==> config.mk <==
export PLATFORM = sky130hd
export DESIGN_NAME = hfe_status_events
export DESIGN_NICKNAME = d
export VERILOG_FILES = /design/src/include/hfe_pkg.sv /design/src/hw/hfe_flag_bank.sv /design/src/hw/hfe_status_events.sv
export SDC_FILE = /design/constraint.sdc
export NUM_CORES = 1
export LEC_CHECK = 0
export BUFFER_PORTS_ARGS = -buffer_cell sky130_fd_sc_hd__buf_2
export CAP_MARGIN = 20
export CORE_UTILIZATION = 56
export DETAILED_ROUTE_END_ITERATION = 16
export GPL_TIMING_DRIVEN = 1
export PLACE_DENSITY = 0.85
export SETUP_SLACK_MARGIN = 0.1
export SLEW_MARGIN = 5
export SYNTH_ARGS = -nofsm -noshare
export SYNTH_HDL_FRONTEND = slang
export SYNTH_HIERARCHICAL = 1
export SYNTH_SLANG_ARGS = --single-unit
==> constraint.sdc <==
create_clock -name clock_i -period 2.5 [get_ports clock_i]
set_input_delay 0.25 -clock clock_i [delete_from_list [all_inputs] [get_ports clock_i]]
set_output_delay 0.25 -clock clock_i [all_outputs]
set_load 0.005 [all_outputs]
==> src/include/hfe_pkg.sv <==
package hfe_pkg;
  // Register window and offsets (byte addresses)
  localparam int ADDR_W = 8;
  localparam logic [7:0] ISR_OFS = 8'h00;
  localparam logic [7:0] MASK_OFS = 8'h04;
  localparam logic [7:0] CTRL_OFS = 8'h08;
  localparam logic [7:0] THR_OFS = 8'h0C;
  localparam logic [7:0] STAT_OFS = 8'h10;
  localparam logic [7:0] XS_BASE = 8'h40;
  localparam int XS_NUM = 16;
  localparam int XS_W = 8;
  // Status flag positions
  localparam int FL_PAT = 7;
  localparam int FL_RDO = 6;
  localparam int FL_ALL_SENT_FLAG = 5;
  localparam int FL_UDR = 4;
  localparam int FL_XMB = 3;
  localparam int FL_SU_ERROR_THRESHOLD_FLAG = 2;
  // Control bit positions
  localparam int CT_VIS = 0;
  localparam int CT_PMS = 1;
  localparam int CT_HDLC = 2;
  localparam int CT_SS7 = 3;
  // Status bit positions
  localparam int ST_PDS = 0;
  localparam int ST_LOCK = 1;
  localparam int ST_GSUM = 2;
  // Reset values
  localparam logic [7:0] ISR_RST = 8'h00;
  localparam logic [7:0] MASK_RST = 8'hFF;
  localparam logic [7:0] CTRL_RST = 8'h04;
  localparam logic [7:0] THR_RST = 8'h04;
  localparam logic [7:0] XS_RST = 8'hFF;
  // Bus answers
  localparam logic [1:0] RESP_OK = 2'h0;
  localparam logic [1:0] RESP_ERR = 2'h2;
  // Timing
  localparam int CLK_PERIOD_NS = 10;
  localparam int MF_PERIOD_NS = 2000000;
  localparam int MF_CYCLES = MF_PERIOD_NS / CLK_PERIOD_NS;
endpackage

==> src/hw/hfe_flag_bank.sv <==
`timescale 1ns/1ps
module hfe_flag_bank #(
  parameter int N = 8
) (
  // Clock and reset
  input wire logic clock_i,
  input wire logic nrst_i,
  // Set and clear
  input wire logic [N-1:0] set_i,
  input wire logic clr_i,
  // Flags
  output logic [N-1:0] flag_o
);
  genvar g;
  generate
    for (g = 0; g < N; g++) begin : g_flag
      logic next_flag;
      // Sticky bit, set beats a same-cycle clear
      always_comb begin
        next_flag = set_i[g] | (flag_o[g] & ~clr_i);
      end
      always_ff @(posedge clock_i) begin
        if (!nrst_i) begin
          flag_o[g] <= 1'b0;
        end else begin
          flag_o[g] <= next_flag;
        end
      end

    end
  endgenerate
endmodule

==> src/hw/hfe_status_events.sv <==
// The address map and the AXI4-Lite slave port were left to the implementer.
`timescale 1ns/1ps
module hfe_status_events #(
  parameter int MF_CYCLES = hfe_pkg::MF_CYCLES,
  parameter int CNT_W = 8
) (
  // Clock and reset
  input wire logic clock_i,
  input wire logic nrst_i,
  // AXI4-Lite write
  input wire logic [hfe_pkg::ADDR_W-1:0] s_axi_awaddr_i,
  input wire logic s_axi_awvalid_i,
  output logic s_axi_awready_o,
  input wire logic [31:0] s_axi_wdata_i,
  input wire logic [3:0] s_axi_wstrb_i,
  input wire logic s_axi_wvalid_i,
  output logic s_axi_wready_o,
  output logic [1:0] s_axi_bresp_o,
  output logic s_axi_bvalid_o,
  input wire logic s_axi_bready_i,
  // AXI4-Lite read
  input wire logic [hfe_pkg::ADDR_W-1:0] s_axi_araddr_i,
  input wire logic s_axi_arvalid_i,
  output logic s_axi_arready_o,
  output logic [31:0] s_axi_rdata_o,
  output logic [1:0] s_axi_rresp_o,
  output logic s_axi_rvalid_o,
  input wire logic s_axi_rready_i,
  // Pattern monitor
  input wire logic prbs_sync_i,
  output logic pattern_detect_status_o,
  // Receive path
  input wire logic rx_byte_valid_i,
  input wire logic rx_fifo_full_i,
  input wire logic rx_frame_end_i,
  output logic rx_store_o,
  output logic frame_status_overflow_o,
  // Transmit path
  input wire logic tx_frame_active_i,
  input wire logic tx_byte_req_i,
  input wire logic tx_fifo_empty_i,
  input wire logic tx_message_end_cmd_i,
  input wire logic tx_last_bit_i,
  output logic tx_abort_o,
  output logic tx_disable_o,
  output logic [hfe_pkg::XS_NUM*hfe_pkg::XS_W-1:0] tx_sig_shift_o,
  // Signaling unit monitor
  input wire logic [CNT_W-1:0] su_err_count_i,
  input wire logic su_invalid_frame_i,
  input wire logic su_valid_frame_i,
  // Interrupt line
  output logic irq_o
);
  localparam int MF_W = $clog2(MF_CYCLES);
  localparam int SHW = hfe_pkg::XS_NUM * hfe_pkg::XS_W;

  logic [7:0] mask, ctrl, thr, isr, set_vec, ev;
  logic [7:0] next_mask, next_ctrl, next_thr;
  logic [hfe_pkg::XS_W-1:0] xs [hfe_pkg::XS_NUM];
  logic [hfe_pkg::XS_W-1:0] next_xs [hfe_pkg::XS_NUM];
  logic [SHW-1:0] xs_flat, next_shift;
  logic [MF_W-1:0] mf_cnt, next_mf_cnt;
  logic mf_tick, prbs_q, lock, next_lock, fso, next_fso, abort, next_abort;
  logic over_q, next_over_q, rep, next_rep, over;
  logic pat_ev, ovf_ev, all_sent_flag_ev, udr_ev, su_error_threshold_flag_ev, gsum;
  logic wr_en, rd_en, isr_rd, bvalid, next_bvalid, rvalid, next_rvalid;
  logic [1:0] bresp, next_bresp, rresp, next_rresp;
  logic [31:0] rdata, next_rdata;
  logic vis, pms, hdlc, ss7;

  assign vis = ctrl[hfe_pkg::CT_VIS];
  assign pms = ctrl[hfe_pkg::CT_PMS];
  assign hdlc = ctrl[hfe_pkg::CT_HDLC];
  assign ss7 = ctrl[hfe_pkg::CT_SS7];

  // Bus handshakes; one write and one read in flight
  assign wr_en = s_axi_awvalid_i & s_axi_wvalid_i & ~bvalid;
  assign rd_en = s_axi_arvalid_i & ~rvalid;
  assign isr_rd = rd_en & (s_axi_araddr_i == hfe_pkg::ISR_OFS);
  assign s_axi_awready_o = wr_en;
  assign s_axi_wready_o = wr_en;
  assign s_axi_arready_o = rd_en;
  assign s_axi_bvalid_o = bvalid;
  assign s_axi_bresp_o = bresp;
  assign s_axi_rvalid_o = rvalid;
  assign s_axi_rresp_o = rresp;
  assign s_axi_rdata_o = rdata;

  // Event detection from line timing inputs
  always_comb begin
    pat_ev = pms & (prbs_sync_i ^ prbs_q);
    ovf_ev = rx_byte_valid_i & rx_fifo_full_i;
    all_sent_flag_ev = hdlc & tx_last_bit_i & tx_fifo_empty_i;
    udr_ev = tx_frame_active_i & tx_byte_req_i & tx_fifo_empty_i
             & ~tx_message_end_cmd_i & ~lock;
    over = su_err_count_i > thr[CNT_W-1:0];
    // Repeat while an invalid frame keeps the count high
    su_error_threshold_flag_ev = ss7 & ((over & ~over_q) | (rep & mf_tick));
    ev = 8'h00;
    ev[hfe_pkg::FL_PAT] = pat_ev;
    ev[hfe_pkg::FL_RDO] = ovf_ev;
    ev[hfe_pkg::FL_ALL_SENT_FLAG] = all_sent_flag_ev;
    ev[hfe_pkg::FL_UDR] = udr_ev;
    ev[hfe_pkg::FL_XMB] = mf_tick;
    ev[hfe_pkg::FL_SU_ERROR_THRESHOLD_FLAG] = su_error_threshold_flag_ev;
    // Masked events only land when show-masked is on
    set_vec = ev & (~mask | {8{vis}});
  end

  hfe_flag_bank #(
    .N(8)
  ) u_flags (
    .clock_i(clock_i),
    .nrst_i(nrst_i),
    .set_i(set_vec),
    .clr_i(isr_rd),
    .flag_o(isr)
  );

  // Masked flags never reach the line or the summary
  assign gsum = |(isr & ~mask);
  assign irq_o = gsum;
  // Overflowed bytes are dropped, reception goes on
  assign rx_store_o = rx_byte_valid_i & ~rx_fifo_full_i;
  assign tx_abort_o = abort;
  assign tx_disable_o = lock;
  assign pattern_detect_status_o = prbs_q;
  assign frame_status_overflow_o = fso;

  // Multiframe divider and line-side state
  always_comb begin
    mf_tick = (mf_cnt == MF_W'(MF_CYCLES - 1));
    next_mf_cnt = mf_tick ? '0 : mf_cnt + 1'b1;
    // Lock-out held until the ISR read; no new underrun is detected while it is held
    next_lock = udr_ev | (lock & ~isr_rd);
    next_abort = udr_ev;
    next_fso = ovf_ev | (fso & ~rx_frame_end_i);
    next_over_q = over;
    next_rep = ss7 & over & (su_invalid_frame_i | (rep & ~su_valid_frame_i));
    // Registers stay loaded so stale content is resent
    next_shift = mf_tick ? xs_flat : tx_sig_shift_o;
  end

  genvar i;
  generate
    for (i = 0; i < hfe_pkg::XS_NUM; i++) begin : g_xs
      assign xs_flat[i*hfe_pkg::XS_W +: hfe_pkg::XS_W] = xs[i];
    end
  endgenerate

  // Register writes and read answers
  always_comb begin
    next_mask = mask;
    next_ctrl = ctrl;
    next_thr = thr;
    next_xs = xs;
    next_bvalid = bvalid & ~s_axi_bready_i;
    next_bresp = bresp;
    next_rvalid = rvalid & ~s_axi_rready_i;
    next_rresp = rresp;
    next_rdata = rdata;
    if (wr_en) begin
      next_bvalid = 1'b1;
      next_bresp = hfe_pkg::RESP_OK;
      if (s_axi_awaddr_i[7:6] == hfe_pkg::XS_BASE[7:6] && s_axi_awaddr_i[1:0] == 2'h0) begin
        if (s_axi_wstrb_i[0]) begin
          next_xs[s_axi_awaddr_i[5:2]] = s_axi_wdata_i[7:0];
        end
      end else if (s_axi_awaddr_i == hfe_pkg::MASK_OFS) begin
        if (s_axi_wstrb_i[0]) begin
          next_mask = s_axi_wdata_i[7:0];
        end
      end else if (s_axi_awaddr_i == hfe_pkg::CTRL_OFS) begin
        if (s_axi_wstrb_i[0]) begin
          next_ctrl = {4'h0, s_axi_wdata_i[3:0]};
        end
      end else if (s_axi_awaddr_i == hfe_pkg::THR_OFS) begin
        if (s_axi_wstrb_i[0]) begin
          next_thr = s_axi_wdata_i[7:0];
        end
      end else if (s_axi_awaddr_i != hfe_pkg::ISR_OFS && s_axi_awaddr_i != hfe_pkg::STAT_OFS) begin
        next_bresp = hfe_pkg::RESP_ERR;
      end
    end
    if (rd_en) begin
      next_rvalid = 1'b1;
      next_rresp = hfe_pkg::RESP_OK;
      next_rdata = 32'h0000_0000;
      if (s_axi_araddr_i[7:6] == hfe_pkg::XS_BASE[7:6] && s_axi_araddr_i[1:0] == 2'h0) begin
        next_rdata[7:0] = xs[s_axi_araddr_i[5:2]];
      end else begin
        unique case (s_axi_araddr_i)
          hfe_pkg::ISR_OFS: next_rdata[7:0] = isr;
          hfe_pkg::MASK_OFS: next_rdata[7:0] = mask;
          hfe_pkg::CTRL_OFS: next_rdata[7:0] = ctrl;
          hfe_pkg::THR_OFS: next_rdata[7:0] = thr;
          hfe_pkg::STAT_OFS: next_rdata[2:0] = {gsum, lock, prbs_q};
          default: next_rresp = hfe_pkg::RESP_ERR;
        endcase
      end
    end
  end

  // Register all state
  always_ff @(posedge clock_i) begin
    if (!nrst_i) begin
      mask <= hfe_pkg::MASK_RST;
      ctrl <= hfe_pkg::CTRL_RST;
      thr <= hfe_pkg::THR_RST;
      xs <= '{default: hfe_pkg::XS_RST};
      tx_sig_shift_o <= {hfe_pkg::XS_NUM{hfe_pkg::XS_RST}};
      mf_cnt <= '0;
      prbs_q <= 1'b0;
      lock <= 1'b0;
      abort <= 1'b0;
      fso <= 1'b0;
      over_q <= 1'b0;
      rep <= 1'b0;
      bvalid <= 1'b0;
      bresp <= hfe_pkg::RESP_OK;
      rvalid <= 1'b0;
      rresp <= hfe_pkg::RESP_OK;
      rdata <= 32'h0000_0000;
    end else begin
      mask <= next_mask;
      ctrl <= next_ctrl;
      thr <= next_thr;
      xs <= next_xs;
      tx_sig_shift_o <= next_shift;
      mf_cnt <= next_mf_cnt;
      prbs_q <= prbs_sync_i;
      lock <= next_lock;
      abort <= next_abort;
      fso <= next_fso;
      over_q <= next_over_q;
      rep <= next_rep;
      bvalid <= next_bvalid;
      bresp <= next_bresp;
      rvalid <= next_rvalid;
      rresp <= next_rresp;
      rdata <= next_rdata;
    end
  end
endmodule

; ---- Word-level counts from Yosys, hierarchy flattened
; Index checks and enable logic that the tools add are counted.
; W data, S select, Z words.
[classes]
n_lt_le_gt_ge = 4
addsub = 1
n_reduce_logical = 15
eq_ne = 11
mux = 18
bitwise_logic = 65
[ops]
columns = cell, n
row1 = $bwmux W128, 1
row2 = $bmux W8 S4, 1
row3 = $demux W8 S4, 1
row4 = $eq A8 B4 Y1 const B, 4
row5 = $mux W8, 4
row6 = $and A1 B1 Y1, 31
row7 = $pmux W5 S4, 1
row8 = $add A18 B1 Y18 const B, 1
row9 = $eq A18 B18 Y1 const B, 1
row10 = $and A8 B8 Y8, 2
row11 = $eq A8 B3 Y1 const B, 2
row12 = $not A1 Y1, 15
row13 = $pmux W3 S5, 1
row14 = $mux W2, 7
row15 = $or A1 B1 Y1, 12
row16 = $ge A5 B5 Y1 const B, 2
row17 = $not A4 Y5, 2
row18 = $eq A8 B5 Y1 const B, 1
row19 = $gt A8 B8 Y1, 1
row20 = $logic_not A8 Y1, 1
row21 = $ne A8 B5 Y1 const B, 1
row22 = $not A8 Y8, 1
row23 = $or A8 B8 Y8, 1
row24 = $reduce_bool A8 Y1, 1
row25 = other kinds (13), 19
[totals]
ff_bits = 322
output_inout_bits = 175

; ---- Logic depth before layout (Yosys ltp)
; Gate-level depths: netlist of run 1.
[depth]
depth_word = 7
ltp_mapped = 9
depth_no_buf = 8

; ---- By module
; The synthesis of run 1 kept the hierarchy.
[modules_own_cells]
columns = module, area_per_inst_um2, seq_area_each_um2, cells_per_inst, instances
row1 = hfe_status_events, 13233.9, 6246.0, 1473, 1
row2 = hfe_flag_bank, 275.3, 160.2, 25, 1

; ---- Worst setup path after synthesis of run 1
; No wires, ideal clock.
[synth_path]
path_kind = register to register
from = register mf_cnt[0]
to = register u_flags.flag_o[3]
stages_incl_launch_ff = 10
arrival_time_ns = 1.962
setup_time_ns = 0.058
setup_slack_ns = 0.480
t_required_ns = 2.442
cell_sequence = dfxtp_1 ha_1 and4_1 nand3_1 or3_1 clkbuf_1 clkbuf_1 buf_2 a21oi_1 o21a_1
[synth_via]
elab_chain_len = 3
[synth_rtl]
columns = item, line_no
row1 = from (decl), hfe_status_events.sv:62  ; logic [MF_W-1:0] mf_cnt, next_mf_cnt;
row2 = from (signal assigned), hfe_status_events.sv:230  ; mf_cnt <= next_mf_cnt;
row3 = $eq A18 B18 Y1, hfe_status_events.sv:132  ; mf_tick = (mf_cnt == MF_W'(MF_CYCLES - 1));
row4 = $and A8 B8 Y8, hfe_status_events.sv:107  ; set_vec = ev & (~mask | {8{vis}});
row5 = via set_vec[3], hfe_status_events.sv:57  ; logic [7:0] mask, ctrl, thr, isr, set_vec, ev;
row6 = $or A1 B1 Y1, hfe_flag_bank.sv:20  ; next_flag = set_i[g] | (flag_o[g] & ~clr_i);
row7 = "to (signal, indexed assignment)", hfe_flag_bank.sv:26  ; flag_o[g] <= next_flag;
row8 = to (decl), hfe_flag_bank.sv:12  ; output logic [N-1:0] flag_o
; The timed path passes the listed nets, and every way through them passes these cells.
; A chain may end at the register's enable or synchronous reset.

; ---- Worst setup path after layout of run 1
[layout_path]
from = register mf_cnt[0]
to = register tx_sig_shift_o[55] (netlist bit)
[layout_via]
elab_chain_len = 1
[layout_rtl]
columns = item, line_no
row1 = $eq A18 B18 Y1, hfe_status_events.sv:132
row2 = to (signal assigned), hfe_status_events.sv:211  ; tx_sig_shift_o <= {hfe_pkg::XS_NUM{hfe_pkg::XS_RST}};
row3 = to (signal assigned), hfe_status_events.sv:229  ; tx_sig_shift_o <= next_shift;
row4 = to (decl), hfe_status_events.sv:46  ; output logic [hfe_pkg::XS_NUM*hfe_pkg::XS_W-1:0] tx_sig_shift_o,
; No other way between the ends.

==> results of run 1 <==
[through the flow]
| stage | area, µm² | cells | hold WS (ns) |
|---|---|---|---|
| floorplan | 13610 | 1525 | 0.3717 |
| global placement | 14640 | 1939 | 0.4368 |
| detailed placement | 14640 | 1939 | 0.4485 |
| CTS | 15730 | 2000 | 0.01761 |
| global route | 15740 | 2003 | 0.03817 |
| finish | 15750 | 2007 | 0.02196 |
[layer usage]
layer  wire length (µm)  vias up  global-route usage
li1                   -     5338                   -
met4               1693        2              0.1526
met1              15130     5543              0.3897
met3               3308      107             0.05837
met2              17570      612              0.4861
met5                  8        -                   0
[state kept, by name (all words and copies together), names as in the netlist, 4 cells and up]
name	flops
mf_cnt	18
xs	128
ctrl	4
thr	8
u_flags/flag_o	8
tx_sig_shift_o	128
mask	8
s_axi_rdata_o	8
[power by group through the flow]
stage,sequential (mW),clock (mW),combinational [mW]
after floorplan,5.25,0,0.322
after global placement,5.25,0,0.443
after detailed placement,5.25,0,0.450
after CTS,5.14,4.73,0.461
after global routing,5.14,4.96,0.506
final,5.14,4.72,0.473
[path summary, 6_finish.rpt]
| path | start | endpoint | slack [ns] | cells after the start |
|---|---|---|---|---|
| setup / recovery | mf_cnt[0] | tx_sig_shift_o[55] | 0.15 | 7 |
| hold / removal | rx_byte_valid_i | frame_status_overflow_o | 0.02 | 3 |
| setup reg to reg | mf_cnt[0] | tx_sig_shift_o[55] | 0.15 | 7 |
| hold reg to reg | mf_cnt[0] | mf_cnt[0] | 0.46 | 1 |
[cell type report]
type                       instances  area, µm²  area share
sequential                       320       6406      0.4069
inverter                          23      86.33    0.005483
tap                              319      399.1     0.02535
clock buffer                      46      902.1     0.05729
clock inverter                     8      118.9    0.007549
multi-input combinational       1048       6455      0.4100
timing repair buffer             236       1360     0.08638
antenna                            7      17.52    0.001113
[cells in the mapped netlist, types with 3 or more instances]
master	count	area, µm²
buf_2	35	175.2
a22o_1	3	26.28
xnor2_1	9	78.83
mux4_2	34	765.7
clkbuf_2	9	45.04
nand3_1	195	975.9
buf_4	28	210.2
o22ai_1	3	18.77
nand2b_1	6	37.54
or3_1	8	50.05
and3_1	11	68.82
nor4b_1	6	52.55
clkbuf_1	55	206.5
nor2_8	9	180.2
mux2i_1	122	1221
nand2_2	3	18.77
inv_1	22	82.58
buf_1	5	18.77
nor2_1	29	108.9
ha_1	9	112.6
o21a_1	8	60.06
a31oi_1	5	31.28
nor2b_1	14	87.58
nand4_1	4	25.02
nand2_1	436	1637
dfxtp_1	320	6406
mux2_2	7	78.83
xor2_1	8	70.07
nand3b_1	4	30.03
nor4_1	5	31.28
o21ai_0	12	60.06
a22oi_1	8	60.06
nor3_1	5	25.02
a21oi_1	26	130.1
[timing repair]
action | CTS | global route
hold buffers | 7 | 0
hold endpoints to repair | 5 | 0
setup endpoints to repair | 0 | 64
[critical path: stages (launching register included)]
cell and delay, ns:
dfxtp_1 0.37, ha_1 0.22, and4_1 0.32, nand3_1 0.17
or3_4 0.49, buf_4 0.33, nand2_1 0.18, nand3_1 0.11
[kinds of logic (layout without fill, tap and decap cells)]
logic type	after synthesis	after routing	share of synthesized area
compound gates	81	81	0.03862
xor+xnor	17	17	0.01102
fa+ha+maj	9	9	0.008336
buf+inv	157	313	0.05659
flops	320	320	0.4742
mux	163	163	0.1529
other cells	1	35	0.0002776
simple gates	750	750	0.2580
==> impl_metrics.py, run 1 <==
metrics = {
    "status": {
        "outcome": "complete, no violations",
    },
    "grt": {
        "antenna_found_initial": 5,
        "track_usage": 0.3030,
        "grt_max_degree": 99,
        "grt_overflow_total": 0,
        "grt_pass1_vias": 10750,
        "grt_pass1_wl_um": 58020,
    },
    "power_and_ir_drop": {
        "p_clk_frac": 0.456,
        "internal_power_mw": 8.062,
        "power_mw": 10.33,
        "comb_power_share": 0.046,
        "power.leakage_nw": 6.977,
        "swShare": 0.2196,
        "switching_power_mw": 2.269,
        "peakVddDrop_mv": 0.5124,
        "powerDensity_nw_per_um2": 656.1,
        "pwr-share-seq": 0.498,
    },
    "clock_tree": {
        "worstSkewPairLatency_ns": 0.56,
        "clock_path_buffers": 3,
        "cts_resized": 0,
        "h-tree-depth": 1,
        "cts_tree": "done",
        "cts_made_buffers": 31,
        "clock-root-buffer": "clkbuf_16",
        "clk_pin_slew_ns": 0.06,
        "clkSinkCount": 320,
        "cts_setup_buffers": 0,
    },
    "floorplanning": {
        "io_pins": 253,
        "fp.dieW_um": 157.3,
        "start_util": 0.5738,
        "placeableCoreArea_um2": 23540,
        "rows": 56,
        "die_area_um2": 24750,
        "die_h_um": 157.3,
    },
    "timing": {
        "fmax_mhz": 426.1,
        "fin_crit_ns": 2.347,
        "drv_slew": 0,
        "timing.final.crit_share": 0.9388,
        "fin_skew_ns": 0.01814,
        "slew_headroom": 0.5772,
        "rsz0062_at_grt": "true",
        "setup_tns_ns": 0,
        "timing_worst_slew_pin_value_ns": 0.6342,
        "timing.final.ws_setup_ns": 0.1530,
        "hold_viol": 0,
        "setup_viol": 0,
    },
    "logic_synthesis": {
        "synth_ff_type": "dfxtp_1",
        "yosysSeqAreaShare": 0.4742,
        "yosys_warnings": 6,
        "yosys.cell_types.count": 60,
        "async_flop_share": 0,
        "syn-cell-area_um2": 13510,
        "synth-edff-count": 0,
        "synth-seq-cells": 320,
        "synth_area_per_cell_um2": 9.018,
        "syn_inst": 1498,
    },
    "critical_path": {
        "critPathKind": "reg2reg",
        "cp-start-kind": "register",
        "path_max_fanout": 62,
        "critPathRequiredTime_ns": 2.92,
        "cp_data_arrival_time_ns": 2.77,
        "end_kind": "register",
    },
    "cells_and_area": {
        "area_delta_synth_final_pct": 16.55,
        "fillers": 1805,
        "layout_commonest_cell": "nand2_1",
        "nets": 1747,
        "postLayoutCoreUtil": 0.6688,
        "layout_common_cells": "436 x nand2_1, 320 x dfxtp_1, 198 x buf_2",
        "drive_above_1_share": 0.2029,
    },
    "placed_design": {
        "port_buffers": 199,
        "place_hpwl_um": 25550,
        "globalplace.congestion": 0.9110,
        "pre_cts_ws_ns": 0.1788,
    },
    "hold_path": {
        "hp-class": "in2reg",
    },
    "route": {
        "first_iter_violations": 1150,
        "totalWireLength_um": 37710,
        "wl_per_cell_um": 18.79,
        "drt-pass1-iter-count": 5,
        "drc": 0,
        "via_per_inst": 5.781,
        "ant_nets": 0,
        "num_vias": 11600,
    },
    "job": {
        "maxCapViolations": 0,
    },
}
Power figures use the tool's default switching activity.
==> inputs of run 2 (changes only) <==
--- a/config.mk
+++ b/config.mk
@@ -7,13 +7,12 @@
 export LEC_CHECK = 0
 export BUFFER_PORTS_ARGS = -buffer_cell sky130_fd_sc_hd__buf_2
 export CAP_MARGIN = 20
-export CORE_UTILIZATION = 56
+export CORE_UTILIZATION = 55
 export DETAILED_ROUTE_END_ITERATION = 16
 export GPL_TIMING_DRIVEN = 1
-export PLACE_DENSITY = 0.85
+export PLACE_DENSITY = 0.84
 export SETUP_SLACK_MARGIN = 0.1
 export SLEW_MARGIN = 5
 export SYNTH_ARGS = -nofsm -noshare
 export SYNTH_HDL_FRONTEND = slang
-export SYNTH_HIERARCHICAL = 1
 export SYNTH_SLANG_ARGS = --single-unit
==> constraint.sdc (replaced) <==
create_clock -name clock_i -period 2.5 [get_ports clock_i]
set_input_delay 0.25 -clock clock_i [delete_from_list [all_inputs] [get_ports clock_i]]
set_output_delay 0.25 -clock clock_i [all_outputs]
set_load 0.02 [all_outputs]
==> impl_metrics.py, run 2 <==
metrics = {
    "power_and_ir_drop": {
        "internal_power_mw": 7.946,
        "comb_power_share": 0.050,
        "power_mw": 10.29,
        "switching_power_mw": 2.340,
        "peakVddDrop_mv": 0.4611,
        "p_clk_frac": 0.450,
        "power.leakage_nw": 6.706,
        "swShare": 0.2275,
        "powerDensity_nw_per_um2": 657.9,
        "pwr-share-seq": 0.500,
    },
    "route": {
        "ant_nets": 0,
        "num_vias": 12380,
        "drt-pass1-iter-count": 8,
        "via_per_inst": 5.925,
        "wl_per_cell_um": 18.89,
        "drc": 0,
        "first_iter_violations": 1566,
        "totalWireLength_um": 39470,
    },
    "critical_path": {
        "reg2reg_from": "s_axi_bvalid_o",
        "ff2ff_path_depth": 5,
        "cp_data_arrival_time_ns": 2.63,
        "worstReg2RegEnd": "xs[60]",
        "critPathMostFrequentCell": "or3_1",
        "cp_top_family": "simple AND/OR/NAND/NOR gates",
        "cp-start-kind": "register",
        "max_stage_delay_ns": 0.66,
        "end_kind": "register",
        "critPathKind": "reg2reg",
        "cpMaxStageDelayCell": "or3_1",
        "critPathRequiredTime_ns": 2.92,
        "worst-path-buf-inv": 0,
        "path_max_fanout": 12,
        "path_cells": "nand3b_1 > or3_1 > or3_1 > mux2i_1 > nand2_1",
        "r2r_setup_slack_ns": 0.29,
    },
    "grt": {
        "grt_max_degree": 146,
        "grt_pass1_wl_um": 60660,
        "grt_overflow_total": 0,
        "antenna_found_initial": 0,
        "track_usage": 0.3113,
        "grt_pass1_vias": 11470,
    },
    "clock_tree": {
        "cts_made_buffers": 31,
        "clock_path_buffers": 3,
        "cts_resized": 0,
        "cts_setup_buffers": 0,
        "cts_tree": "done",
        "worstSkewPairLatency_ns": 0.56,
        "clk_pin_slew_ns": 0.06,
        "clock-root-buffer": "clkbuf_16",
        "hold_buffers": 8,
        "h-tree-depth": 1,
        "clkSinkCount": 320,
    },
    "logic_synthesis": {
        "synth_top_cell_by_area": "dfxtp_1",
        "yosysSeqAreaShare": 0.4798,
        "syn_inst": 1597,
        "synth_top_family_by_area": "simple AND/OR/NAND/NOR gates",
        "synthTopCellsByCount": "374 x nand2_1, 320 x dfxtp_1, 194 x nand3_1",
        "synth-xor-area-share": 0.01050,
        "synth-edff-count": 0,
        "yosys-mux-area-fraction": 0.09709,
        "synth_area_per_cell_um2": 8.360,
        "yosysMostFrequentCell": "nand2_1",
        "yosys_warnings": 0,
        "synth_ff_type": "dfxtp_1",
        "async_flop_share": 0,
        "syn-cell-area_um2": 13350,
        "synth-seq-cells": 320,
        "yosys.cell_types.count": 55,
        "synth_compound_area_frac": 0.09577,
        "synth-simple-area-share": 0.2495,
        "synth.area.top_cells": "dfxtp_1 48%, nand2_1 11%, nand3_1 7.3%",
        "synthAdderAreaFrac": 0.008434,
        "synth_top_area_frac": 0.4798,
    },
    "status": {
        "outcome": "complete, no violations",
    },
    "cells_and_area": {
        "layout_common_cells": "374 x nand2_1, 320 x dfxtp_1, 198 x buf_2",
        "nets": 1836,
        "fin_area_um2": 15630,
        "postLayoutCoreUtil": 0.6621,
        "top_regs": "tx_sig_shift_o x128, xs x128, mf_cnt x18",
        "insertedDiodeCount": 0,
        "layout_commonest_cell": "nand2_1",
        "drive_above_1_share": 0.1841,
        "area_delta_synth_final_pct": 17.09,
    },
    "job": {
        "maxCapViolations": 0,
    },
    "placed_design": {
        "placed_cell_area_um2": 14540,
        "port_buffers": 199,
        "place_hpwl_um": 26720,
        "globalplace.congestion": 0.9367,
    },
    "floorplanning": {
        "rows": 56,
        "fp.dieW_um": 157.8,
        "start_util": 0.5654,
        "io_pins": 253,
        "die_h_um": 157.8,
        "placeableCoreArea_um2": 23610,
        "die_area_um2": 24900,
    },
    "timing": {
        "fin_crit_ns": 2.214,
        "drv_slew": 0,
        "setup_tns_ns": 0,
        "slew_headroom": 0.5357,
        "timing_worst_slew_pin_value_ns": 0.6949,
        "setup_viol": 0,
        "fmax_mhz": 451.7,
        "rsz0062_at_grt": "false",
        "timing.final.crit_share": 0.8855,
        "hold_viol": 0,
        "fin_skew_ns": 0.01933,
    },
    "hold_path": {
        "hp-class": "in2reg",
        "holdPathStages": 3,
        "hold_start": "s_axi_awaddr_i[0]",
        "min_to": "s_axi_bresp_o[1]",
    },
}
[run 2: per-stage QoR]
step                      hold WS, ns  setup slack (ns)  std cells
final                         0.02785            0.2861       2090
after global routing          0.03845            0.1316       2090
after CTS                     0.01789            0.3327       2090
after detailed placement       0.4504            0.3695       2027
after global placement         0.4448            0.4131       2027
after floorplan                0.3480            0.4292       1622
[run 2: worst max-delay path by stage]
| stage | from | endpoint | cells past startpoint |
|---|---|---|---|
| after floorplan | s_axi_bvalid_o | thr[0] | 7 |
| after global placement | s_axi_awaddr_i[7] | xs[95] | 7 |
| after detailed placement | s_axi_bvalid_o | xs[60] | 5 |
| after CTS | mf_cnt[0] | u_flags.flag_o[2] | 6 |
| after global routing | mf_cnt[0] | u_flags.flag_o[2] | 6 |
| final | s_axi_bvalid_o | xs[60] | 5 |
[run 2: metal layers]
metal,global-route usage,wire [µm]
met1,0.4092,15680
met2,0.4894,17690
met3,0.06159,4143
met4,0.1512,1953
met5,0,0
[run 2: worst reg2reg max path, cell delays in order, from the launching register on]
cell and delay (ns):
dfxtp_1 0.33, nand3b_1 0.19, or3_1 0.53, or3_1 0.66
mux2i_1 0.27, nand2_1 0.09
[run 2: power by group through the flow]
stage	sequential, mW	combinational (mW)	clock (mW)
6_report	5.14	0.517	4.63
5_1_grt	5.14	0.547	4.85
4_1_cts	5.14	0.503	4.65
3_5_place_dp	5.25	0.492	0
3_3_place_gp	5.25	0.487	0
2_1_floorplan	5.27	0.336	0
[run 2: cell type report]
type | count | area [µm²]
fillers | 1863 | 7979
flip-flops and latches | 320 | 6406
multi-input cells | 1132 | 6276
repair buffers | 239 | 1448
clock buffers | 48 | 939.7
well taps | 319 | 399.1
inverters | 25 | 93.84
clock inverters | 7 | 71.32
[run 2: cells by family (layout without fill, tap and decap cells)]
| kind of cell | after synthesis | after routing |
|---|---|---|
| xor+xnor | 16 | 16 |
| mux | 94 | 94 |
| simple gates | 750 | 750 |
| other cells | 1 | 26 |
| compound gates | 237 | 237 |
| fa+ha+maj | 9 | 9 |
| buf+inv | 170 | 319 |
| flops | 320 | 320 |
